File: src/hdl/wdt_pkg.sv
// constants for the i/o port watchdog timer
// assumes a 20 MHz system clock and an 8-bit i/o data path
package wdt_pkg;
   // port decode
   localparam logic [15:0] CTRL_PORT_ADDR = 16'h0443;
   localparam logic [7:0]  CMD_DISARM     = 8'h00;
   localparam logic [7:0]  CMD_REFRESH    = 8'h01;
   // status byte returned on a read
   localparam int          STAT_ARMED_BIT = 0;
   localparam int          STAT_FIRED_BIT = 1;
   localparam logic [7:0]  READ_RESET_VAL = 8'h00;
   // timing
   localparam int          CLK_HZ         = 20000000;
   localparam int          TIMEOUT_MS     = 1600;
   localparam int          TIMEOUT_CYC    = TIMEOUT_MS * (CLK_HZ / 1000);
   localparam int          CNT_W          = 25;
   localparam int          RST_PULSE_NS   = 1000;
   localparam int          RST_PULSE_CYC  = RST_PULSE_NS / (1000000000 / CLK_HZ);
   // pin bundle: addr 16, aen 1, data 8, rd_n 1, wr_n 1, strap 1
   localparam int          PIN_W          = 28;
   // watchdog states
   typedef enum logic [1:0] {
      ST_DISARMED = 2'b00,
      ST_ARMED    = 2'b01,
      ST_RESET    = 2'b10,
      ST_IRQ      = 2'b11
   } wdt_state_t;
endpackage : wdt_pkg

File: src/hdl/pin_sync_if.sv
// bundle carrying raw pin levels into the synchroniser and clean levels out
// assumes one clock domain on the clean side
`timescale 1ns/1ps
interface pin_sync_if #(parameter int W = 1);
   logic [W-1:0] raw;
   logic [W-1:0] clean;
   modport filt (input raw, output clean);
   modport user (output raw, input clean);
endinterface : pin_sync_if

File: src/hdl/pin_sync.sv
// three-stage synchroniser with agreement filter for asynchronous pins
// assumes pins may change at any time relative to CLK
`timescale 1ns/1ps
module pin_sync
   import wdt_pkg::*;
#(
   parameter int W = 1
) (
   // clock and reset
   input  wire logic CLK,
   input  wire logic RST,
   // pin bundle
   pin_sync_if.filt  pins
);
   logic [W-1:0] s1_ff;
   logic [W-1:0] s2_ff;
   logic [W-1:0] s3_ff;
   logic [W-1:0] clean_ff;
   logic [W-1:0] nxt_clean;

   // a bit only moves once stages two and three agree, filtering glitches
   always_comb begin
      for (int i = 0; i < W; i++) begin
         nxt_clean[i] = (s2_ff[i] == s3_ff[i]) ? s3_ff[i] : clean_ff[i];
      end
   end

   // stage one feeds stage two only
   always_ff @(posedge CLK) begin
      if (RST) begin
         s1_ff    <= '1;
         s2_ff    <= '1;
         s3_ff    <= '1;
         clean_ff <= '1;   // idle strobes are high
      end else begin
         s1_ff    <= pins.raw;
         s2_ff    <= s1_ff;
         s3_ff    <= s2_ff;
         clean_ff <= nxt_clean;
      end
   end

   assign pins.clean = clean_ff;
endmodule : pin_sync

File: src/hdl/io_port_watchdog_timer.sv
// watchdog timer reached through one 8-bit i/o port on an isa-style bus
// assumes bus pins are asynchronous to CLK and strobes last several clocks
//
// Summary of operation
// - the first i/o read of the control port after reset arms the watchdog.
// - writing 1 to the control port arms it and restarts the interval.
// - an expired armed watchdog resets the processor or raises irq 11.
// - writing 0 to the control port disarms it with no later action.
// - the interval may stray by up to 30 percent from nominal.
// - a static board strap picks reset or interrupt as the action.
`timescale 1ns/1ps
module io_port_watchdog_timer
   import wdt_pkg::*;
#(
   parameter int TIMEOUT_CYCLES = TIMEOUT_CYC
) (
   // clock and reset
   input  wire logic        CLK,
   input  wire logic        RST,
   // i/o bus
   input  wire logic [15:0] SA,
   input  wire logic        AEN,
   input  wire logic        IOR_N,
   input  wire logic        IOW_N,
   input  wire logic [7:0]  SD_IN,
   output logic      [7:0]  SD_OUT,
   output logic             SD_OE,
   // board strap: 1 selects interrupt, 0 selects processor reset
   input  wire logic        TIMEOUT_ACTION_STRAP,
   // timeout actions
   output logic             CPU_RESET,
   output logic             IRQ11
);
   //----------------------------------------------------------------
   // pin synchronisation
   //----------------------------------------------------------------
   pin_sync_if #(.W(PIN_W)) pins_if ();

   assign pins_if.raw = {TIMEOUT_ACTION_STRAP, IOW_N, IOR_N, SD_IN, AEN, SA};

   pin_sync #(.W(PIN_W)) u_sync (
      .CLK  (CLK),
      .RST  (RST),
      .pins (pins_if.filt)
   );

   logic [15:0] addr_s;
   logic        aen_s;
   logic [7:0]  data_s;
   logic        rd_n_s;
   logic        wr_n_s;
   logic        strap_s;

   assign {strap_s, wr_n_s, rd_n_s, data_s, aen_s, addr_s} = pins_if.clean;

   //----------------------------------------------------------------
   // port decode and strobe edges
   //----------------------------------------------------------------
   logic rd_n_d_ff;
   logic wr_n_d_ff;
   logic nxt_rd_n_d;
   logic nxt_wr_n_d;
   logic hit;
   logic rd_start;
   logic wr_start;

   // aen high means dma owns the bus, so the port must not answer
   assign hit      = (addr_s == CTRL_PORT_ADDR) && !aen_s;
   assign rd_start = hit && rd_n_d_ff && !rd_n_s;
   assign wr_start = hit && wr_n_d_ff && !wr_n_s;

   // previous strobe levels, kept for falling-edge detection
   always_comb begin
      nxt_rd_n_d = rd_n_s;
      nxt_wr_n_d = wr_n_s;
   end

   // reset to the idle high level so no false edge follows reset
   always_ff @(posedge CLK) begin
      if (RST) begin
         rd_n_d_ff <= 1'b1;
         wr_n_d_ff <= 1'b1;
      end else begin
         rd_n_d_ff <= nxt_rd_n_d;
         wr_n_d_ff <= nxt_wr_n_d;
      end
   end

   //----------------------------------------------------------------
   // watchdog state and countdown
   //----------------------------------------------------------------
   localparam logic [CNT_W-1:0] LOAD_VAL = CNT_W'(TIMEOUT_CYCLES - 1);
   localparam logic [7:0]       PULSE_LD = 8'(RST_PULSE_CYC - 1);

   wdt_state_t       state_ff;
   wdt_state_t       nxt_state;
   logic [CNT_W-1:0] cnt_ff;
   logic [CNT_W-1:0] nxt_cnt;
   logic [7:0]       pulse_ff;
   logic [7:0]       nxt_pulse;
   logic             read_seen_ff;
   logic             nxt_read_seen;
   logic             fired_ff;
   logic             nxt_fired;
   logic             expire_now;

   // the counter runs out in this cycle
   assign expire_now = (state_ff == ST_ARMED) && (cnt_ff == '0);

   // a single counter sets the interval; clock accuracy is far inside 30%
   always_comb begin
      nxt_state     = state_ff;
      nxt_cnt       = cnt_ff;
      nxt_pulse     = pulse_ff;
      nxt_read_seen = read_seen_ff;
      nxt_fired     = fired_ff;
      unique case (state_ff)
         ST_DISARMED: begin
            if (rd_start && !read_seen_ff) begin
               nxt_state = ST_ARMED;
               nxt_cnt   = LOAD_VAL;
            end
         end
         ST_ARMED: begin
            if (cnt_ff == '0) begin
               nxt_fired = 1'b1;
               if (strap_s) begin
                  nxt_state = ST_IRQ;
               end else begin
                  nxt_state = ST_RESET;
                  nxt_pulse = PULSE_LD;
               end
            end else begin
               nxt_cnt = cnt_ff - CNT_W'(1);
            end
         end
         ST_RESET: begin
            // the pulse runs to its end; the system reset clears us anyway
            if (pulse_ff == '0) begin
               nxt_state = ST_DISARMED;
            end else begin
               nxt_pulse = pulse_ff - 8'h01;
            end
         end
         ST_IRQ: begin
            // the request stays up until software writes 0 or 1 to the port
         end
      endcase
      if (rd_start) begin
         nxt_read_seen = 1'b1;
      end
      // writes take priority over expiry in the same cycle, yet a clear
      // that meets an expiry leaves the fired status set
      if (wr_start && state_ff != ST_RESET) begin
         if (data_s == CMD_REFRESH) begin
            nxt_state = ST_ARMED;
            nxt_cnt   = LOAD_VAL;
            nxt_fired = expire_now;
         end else if (data_s == CMD_DISARM) begin
            nxt_state = ST_DISARMED;
            nxt_fired = expire_now;
         end
      end
   end

   // control state starts disarmed after reset
   always_ff @(posedge CLK) begin
      if (RST) begin
         state_ff     <= ST_DISARMED;
         cnt_ff       <= '0;
         pulse_ff     <= 8'h00;
         read_seen_ff <= 1'b0;
         fired_ff     <= 1'b0;
      end else begin
         state_ff     <= nxt_state;
         cnt_ff       <= nxt_cnt;
         pulse_ff     <= nxt_pulse;
         read_seen_ff <= nxt_read_seen;
         fired_ff     <= nxt_fired;
      end
   end

   //----------------------------------------------------------------
   // registered outputs
   //----------------------------------------------------------------
   logic [7:0] sd_out_ff;
   logic [7:0] nxt_sd_out;
   logic       sd_oe_ff;
   logic       nxt_sd_oe;
   logic       cpu_reset_ff;
   logic       nxt_cpu_reset;
   logic       irq_ff;
   logic       nxt_irq;

   // read data reflects state before this read takes effect
   always_comb begin
      nxt_sd_oe     = hit && !rd_n_s;
      nxt_sd_out    = sd_out_ff;
      if (rd_start) begin
         nxt_sd_out                 = READ_RESET_VAL;
         nxt_sd_out[STAT_ARMED_BIT] = (state_ff == ST_ARMED);
         nxt_sd_out[STAT_FIRED_BIT] = fired_ff;
      end
      nxt_cpu_reset = (nxt_state == ST_RESET);
      nxt_irq       = (nxt_state == ST_IRQ);
   end

   // every top-level output comes straight from one of these flops
   always_ff @(posedge CLK) begin
      if (RST) begin
         sd_out_ff    <= READ_RESET_VAL;
         sd_oe_ff     <= 1'b0;
         cpu_reset_ff <= 1'b0;
         irq_ff       <= 1'b0;
      end else begin
         sd_out_ff    <= nxt_sd_out;
         sd_oe_ff     <= nxt_sd_oe;
         cpu_reset_ff <= nxt_cpu_reset;
         irq_ff       <= nxt_irq;
      end
   end

   assign SD_OUT    = sd_out_ff;
   assign SD_OE     = sd_oe_ff;
   assign CPU_RESET = cpu_reset_ff;
   assign IRQ11     = irq_ff;
endmodule : io_port_watchdog_timer

File: config.mk
export PLATFORM = sky130hd
export DESIGN_NAME = io_port_watchdog_timer
export DESIGN_NICKNAME = d
export VERILOG_FILES = /design/src/hdl/wdt_pkg.sv /design/src/hdl/pin_sync_if.sv /design/src/hdl/pin_sync.sv /design/src/hdl/io_port_watchdog_timer.sv
export SDC_FILE = /design/constraint.sdc
export NUM_CORES = 1
export LEC_CHECK = 0
export BUFFER_PORTS_ARGS = -buffer_cell sky130_fd_sc_hd__buf_2
export CAP_MARGIN = 40
export CORE_MARGIN = 1
export CORE_UTILIZATION = 53
export DETAILED_ROUTE_END_ITERATION = 8
export HOLD_SLACK_MARGIN = 0.06
export PLACE_DENSITY_LB_ADDON = 0.3
export SYNTH_ARGS = -nofsm -noshare
export SYNTH_HDL_FRONTEND = slang
export SYNTH_SLANG_ARGS = --single-unit
File: constraint.sdc
create_clock -name CLK -period 2.2 [get_ports CLK]
set_input_delay 0.44 -clock CLK [delete_from_list [all_inputs] [get_ports CLK]]
set_output_delay 0.44 -clock CLK [all_outputs]
set_load 0.02 [all_outputs]
==> results of run 1 <==
-- layout make-up --
cell class / instances / area (um2) / area share
multi-input cells: 375 / 2400 / 0.355
well taps: 136 / 170 / 0.0251
flip-flops and latches: 156 / 3120 / 0.461
clock buffers: 21 / 469 / 0.0692
clock inverters: 11 / 119 / 0.0175
inverters: 6 / 22.5 / 0.00332
repair buffers: 70 / 472 / 0.0696
-- sequential cells by signal, indices dropped and copies added (netlist names), 2 cells and up --
| name | cells |
|---|---|
| SD_OUT | 2 |
| cnt_ff | 25 |
| pulse_ff | 8 |
| state_ff | 2 |
| u_sync.pins.clean | 28 |
| u_sync.s1_ff | 28 |
| u_sync.s2_ff | 28 |
| u_sync.s3_ff | 28 |
-- what timing repair did --
action	4_1_cts	5_1_grt
resized for setup	5	23
pin swaps	0	2
buffers inserted	0	4
setup endpoints to repair	20	23
-- cells in the final DEF, fill, tap and decap left out, drive strengths merged, types with 3 or more instances in the layout --
master    synthesis  routed
o21ai            14      14
nor4             20      20
o311ai            4       4
a21oi            45      45
or3               3       3
nor3             15      15
nand2            13      13
conb              1       6
nor2b             3       3
clkbuf           19      21
or4               8       8
or2              88      88
clkinvlp          0       3
o21bai           28      28
xnor2            19      19
nand3            14      14
nor2             57      57
inv               6      13
dfxtp           156     156
buf               8      70
ha                3       3
nand2b            7       7
-- worst reg2reg max path: cells and delay by family, from the launching register on --
kind	cells	cell delay [ns]
AOI/OAI and AO/OA	1	0.41
DFF	1	0.32
muxes	1	0.31
and+or+nand+nor	4	1.10
-- power by group --
group	total (uW)	switching [uW]	leakage (uW)	internal, uW
Sequential	2910	24.2	0.00128	2890
Combinational	130	59.3	0.00117	70.5
Clock	2830	1180	0.000282	1660
-- logic make-up after synthesis --
group                    synth area share
XOR/XNOR                           0.0315
multiplexers                      0.00630
flip-flops                          0.562
other                            0.000675
AO/OA/AOI/OAI                       0.121
AND/OR/NAND/NOR                     0.243
buffers and inverters              0.0284
adder cells (fa/ha/maj)           0.00676
-- synthesized netlist by cell type (all sizes together), types with 2 or more instances --
| cell | number | area, um2 |
|---|---|---|
| nand3 | 14 | 70.1 |
| clkbuf | 19 | 71.3 |
| or4 | 8 | 63.8 |
| nand4 | 2 | 12.5 |
| nor2 | 57 | 216 |
| a21o | 2 | 15.0 |
| a31oi | 2 | 12.5 |
| o311ai | 4 | 52.6 |
| nor3 | 15 | 85.1 |
| xnor2 | 19 | 166 |
| a21oi | 45 | 225 |
| nor2b | 3 | 18.8 |
| nor4b | 2 | 17.5 |
| and3 | 2 | 12.5 |
| buf | 8 | 63.8 |
| or3 | 3 | 18.8 |
| o21ai | 14 | 70.1 |
| o21bai | 28 | 210 |
| nand2 | 13 | 48.8 |
| and3b | 2 | 17.5 |
| inv | 6 | 22.5 |
| ha | 3 | 37.5 |
| dfxtp | 156 | 3120 |
| o211ai | 2 | 15.0 |
| nor4 | 20 | 153 |
| or2 | 88 | 551 |
| a21boi | 2 | 15.0 |
| nand2b | 7 | 43.8 |
| mux2i | 2 | 20.0 |
-- through the flow --
stage,area [um2],utilization
CTS,6660,0.651
global placement,6050,0.591
floorplan,5580,-
global route,6780,0.663
finish,6780,0.663
detailed placement,6050,0.591
-- worst paths after layout --
kind	depth (start not counted)	slack, ns	to
worst max register to register	6	0.005	cnt_ff[13]
worst max-delay path	6	0.005	cnt_ff[13]
worst min-delay path	2	0.1	u_sync.s1_ff[18]
worst min register to register	1	0.41	u_sync.s2_ff[10]
-- metal layers --
layer	wire, um	share of wire	track usage
met3	314	0.032	0.0482
met1	4440	0.45	0.219
met4	146	0.015	0.0827
met5	0	0	0
met2	4880	0.50	0.319
==> run metrics, run 1 <==
status finished, final reports clean; layout overhead on the synthesized area 22.0%; Starting Density 0.543; Vert. Die Dim 104 um; Die Width 104 um; Yosys cell types 48; Antenna diodes 0; setup ws final ~0.0055 ns; pwr/cell area a little under 900 nW/um2; Critical Path Source cnt_ff[10]; Detailed Route Iter0 Violations between 100 and 150; antenna-violating nets left 0; DR WL/cell between 10 and 15 um; mapped cell area 5560 um2; slowest CP cell or4_4; worst-skew pair later-pin latency between 0.5 and 0.6 ns; Vias about 4.0k; worst rel slew slack 0.552; top_reg_cell synth dfxtp_1; cell family with most CP delay simple AND/OR/NAND/NOR gates; final setup fails 0; pre-CTS setup slack -0.0467 ns; synthesized instance count around 560; die area roughly 11000 um2; post-layout min period approximately 2.2 ns; drt pass-1 iters 4; VDD IR max 734 uV; row count 37; Worst R2R Start cnt_ff[10]; Max Buffers Root-to-Sink 2; Placer Congestion between 0.8 and 0.9; CTS Buf Count 17; DRT Wirelength ~9800 um; setup TNS 0 ns; H-tree depth 4; crit-path max cell delay 0.53 ns; crit-path max FO 7; Tot Pwr 5870 uW; Root Driver clkbuf_8; I/O pin count 41; Core Region around 10000 um2; gr usage total 0.187; first-pass GRT wire length about 16000 um; GRT overflow 0; hold_sp SD_IN[1]; crit share post-route 0.998; port buffer count 34; vias in the first global route between 3k and 4k; WP data arrival around 2.7 ns; Final Hold Vio Count 0; async set-or-reset flop fraction in the synthesized netlist 0; P_leak 0.00273 uW; Yosys warnings 0; RSZ-0062 raised after global routing true; Post-CTS Hold Fix Bufs 0; DR DRC count 0; min-delay worst type primary input to register; Worst-Margin Slew roughly 0.67 ns; Worst-path clk slew 0.07 ns; pin count of the biggest net entering global routing between 80 and 90; Crit path required time between 2 and 3 ns; Buf+Inv Stages, Crit Path 0; Avg Synthesized Cell Area approximately 10 um2; hpwl dp between 6000 and 7000 um; CP Launch Type register; Vias/cell just over 5; Hold WS roughly 0.098 ns; crit path capture type register; critical setup path kind register to register; clock skew between 0.01 and 0.015 ns; CTS Sinks between 150 and 200; Finished Layout Cells a little under 800; f_max between 0.4 and 0.5 GHz; fraction of layout cells with a size suffix above 1 0.341; sequential element share of the synthesized area 0.562; CTS tree done; number of max-cap violations 0; CP cell instances or4_4 > or3_4 > o311ai_4 > nor4_2 > mux2_4 > nor2_2; initial antenna violation count 0; fin. max-slew vios 0; FILL cells 801; final net count about 660; dpl cells approximately 740; Post-synth EDFFs 0; Yosys reg bits ~160
Power figures use the tool's default switching activity.
==> run 2, diff against run 1 <==
--- a/config.mk
+++ b/config.mk
@@ -8,7 +8,7 @@
 export BUFFER_PORTS_ARGS = -buffer_cell sky130_fd_sc_hd__buf_2
 export CAP_MARGIN = 40
 export CORE_MARGIN = 1
-export CORE_UTILIZATION = 53
+export CORE_UTILIZATION = 25
 export DETAILED_ROUTE_END_ITERATION = 8
 export HOLD_SLACK_MARGIN = 0.06
 export PLACE_DENSITY_LB_ADDON = 0.3
==> constraint.sdc (replaced) <==
create_clock -name CLK -period 2.2 [get_ports CLK]
set_input_delay 0.44 -clock CLK [delete_from_list [all_inputs] [get_ports CLK]]
set_output_delay 0.44 -clock CLK [all_outputs]
set_load 0.05 [all_outputs]
==> run 2 against run 1 <==
Global-route usage is 8.9 points lower. Clock skew shrank 0.00074 ns. Worst setup slack worse by 0.0058 ns. Via count decreased by 1.2%. Combinational power grew 13%. The flow now finishes with violations (negative setup slack). Wire length grew 3.4%. Sequential power is essentially flat. First-iteration DRC count shrank 11%. Largest power group unchanged. Design area rose by 4.6%.
==> run metrics, run 2 (synthesized netlist as in run 1, its figures left out) <==
status finished with violations; failing checks negative setup slack; setup ws final -0.000303 ns; DR DRC count 0; FILL cells ~2.2k; Sequential Power Share 0.502; layout overhead on the synthesized area 27.7%; Vias 3922; clock skew about 0.0096 ns; pwr/cell area between 800 and 900 nW/um2; Tot Pwr 5790 uW; Root Driver clkbuf_16; Placer Congestion between 0.7 and 0.8; port buffer count 34; Crit path required time ~2.6 ns; worst rel slew slack 0.667; Vias/cell 4.16; fin. max-slew vios 0; first-pass GRT wire length approximately 17000 um; crit path capture type register; GRT overflow 0; most frequent cells in the layout dfxtp_1 (155), or2_2 (88), nor2_1 (55), buf_4 (55), a21oi_1 (45); number of max-cap violations 0; WP data arrival between 2 and 3 ns; I/O pin count slightly above 40; fraction of layout cells with a size suffix above 1 0.364; register area about 3100 um2; hpwl dp around 6800 um; CTS Buf Count 17; Clk pwr share 0.472; CTS tree done; critical setup path kind register to register; H-tree depth 4; CTS Sinks 156; Core Region around 22000 um2; area post-placement around 6400 um2; Final Hold Vio Count 0; Vert. Die Dim 151 um; min-delay worst type primary input to register; NetSw 1350 uW; Worst-path clk slew 0.06 ns; initial antenna violation count 0; crit share post-route 1.00; DRT Wirelength 10100 um; worst-skew pair later-pin latency between 0.4 and 0.5 ns; DR WL/cell 10.7 um; Detailed Route Iter0 Violations 130; Post-CTS Hold Fix Bufs 0; VDD IR max roughly 560 uV; P_leak around 0.0028 uW; Final Cell Area between 7000 and 8000 um2; vias in the first global route about 3.6k; footprint of the multi-input gates ~2400 um2; Die Width about 150 um; Starting Density 0.255; f_max 0.454 GHz; Antenna diodes 0; RSZ-0062 raised after global routing true; die area between 20000 and 25000 um2; final setup fails 1; setup TNS -0.000303 ns; drt pass-1 iters 4; commonest non-fill, non-tap cell in the layout dfxtp_1; final net count 682; Switching Fraction 0.234; antenna-violating nets left 0; Int Power 4440 uW; Worst R2R Setup Slack -0.0003 ns; post-layout min period around 2.2 ns; crit-path max FO 7; Finished Layout Cells ~940; Worst-Margin Slew 0.499 ns; combinational share of power 0.025; CP Launch Type register; pre-CTS setup slack -0.116 ns; gr usage total 0.0971; Max Buffers Root-to-Sink 2; row count 54; dpl cells between 900 and 1k; pin count of the biggest net entering global routing 42
run 2: cell types whose count changed in the layout (fill, tap and decap cells not counted), moves of 3 or more:
cell / delta
buf_4: +21
buf_6: +4
clkbuf_8: -5
inv_6: +3
run 2: final timing paths:
check                         from                to  cells past startpoint
hold / removal               SA[6]   u_sync.s1_ff[6]                      2
hold reg to reg   u_sync.s1_ff[16]  u_sync.s2_ff[16]                      1
setup / recovery        cnt_ff[10]        cnt_ff[13]                      7
setup reg to reg        cnt_ff[10]        cnt_ff[13]                      7
run 2: routing by layer:
| layer | GRT usage | vias up | wire, um |
|---|---|---|---|
| li1 | - | 2091 | - |
| met1 | 0.120 | 1760 | 4960 |
| met4 | 0.0490 | 0 | 183 |
| met5 | 0 | - | 0 |
| met3 | 0.0322 | 15 | 305 |
| met2 | 0.150 | 56 | 4660 |
run 2: repair_timing:
| action | in CTS | in global routing |
|---|---|---|
| resized for setup | 7 | 28 |
| buffers inserted | 0 | 2 |
| endpoints found under the setup margin | 5 | 30 |
| pin swaps | 1 | 12 |
run 2: stage by stage:
step,hold slack (ns),util
global placement,0.391,0.293
detailed placement,0.392,0.293
CTS,0.170,0.320
global route,0.174,0.325
finish,0.191,0.325
floorplan,0.389,-
run 2: power by group through the flow:
stage / logic [uW] / clock network [uW] / registers [uW]
4_1_cts: 151 / 2830 / 2910
3_3_place_gp: 150 / 0 / 2970
2_1_floorplan: 117 / 0 / 2970
6_report: 147 / 2740 / 2910
3_5_place_dp: 151 / 0 / 2970
5_1_grt: 165 / 2950 / 2920
run 2: area by class of cell:
class / count / area share
multi-input cells: 375 / 0.340
clock inverters: 15 / 0.0176
clock buffers: 17 / 0.0600
well taps: 280 / 0.0494
repair buffers: 93 / 0.0894
inverters: 6 / 0.00318
flip-flops and latches: 156 / 0.440
run 2: worst max-delay path, stage by stage, from the launching register on:
cell and delay, ns:
dfxtp_2 0.32, or4_4 0.52, or3_4 0.37, buf_6 0.13, o311ai_4 0.34, nor4_2 0.08
mux2_4 0.31, nor2_2 0.07
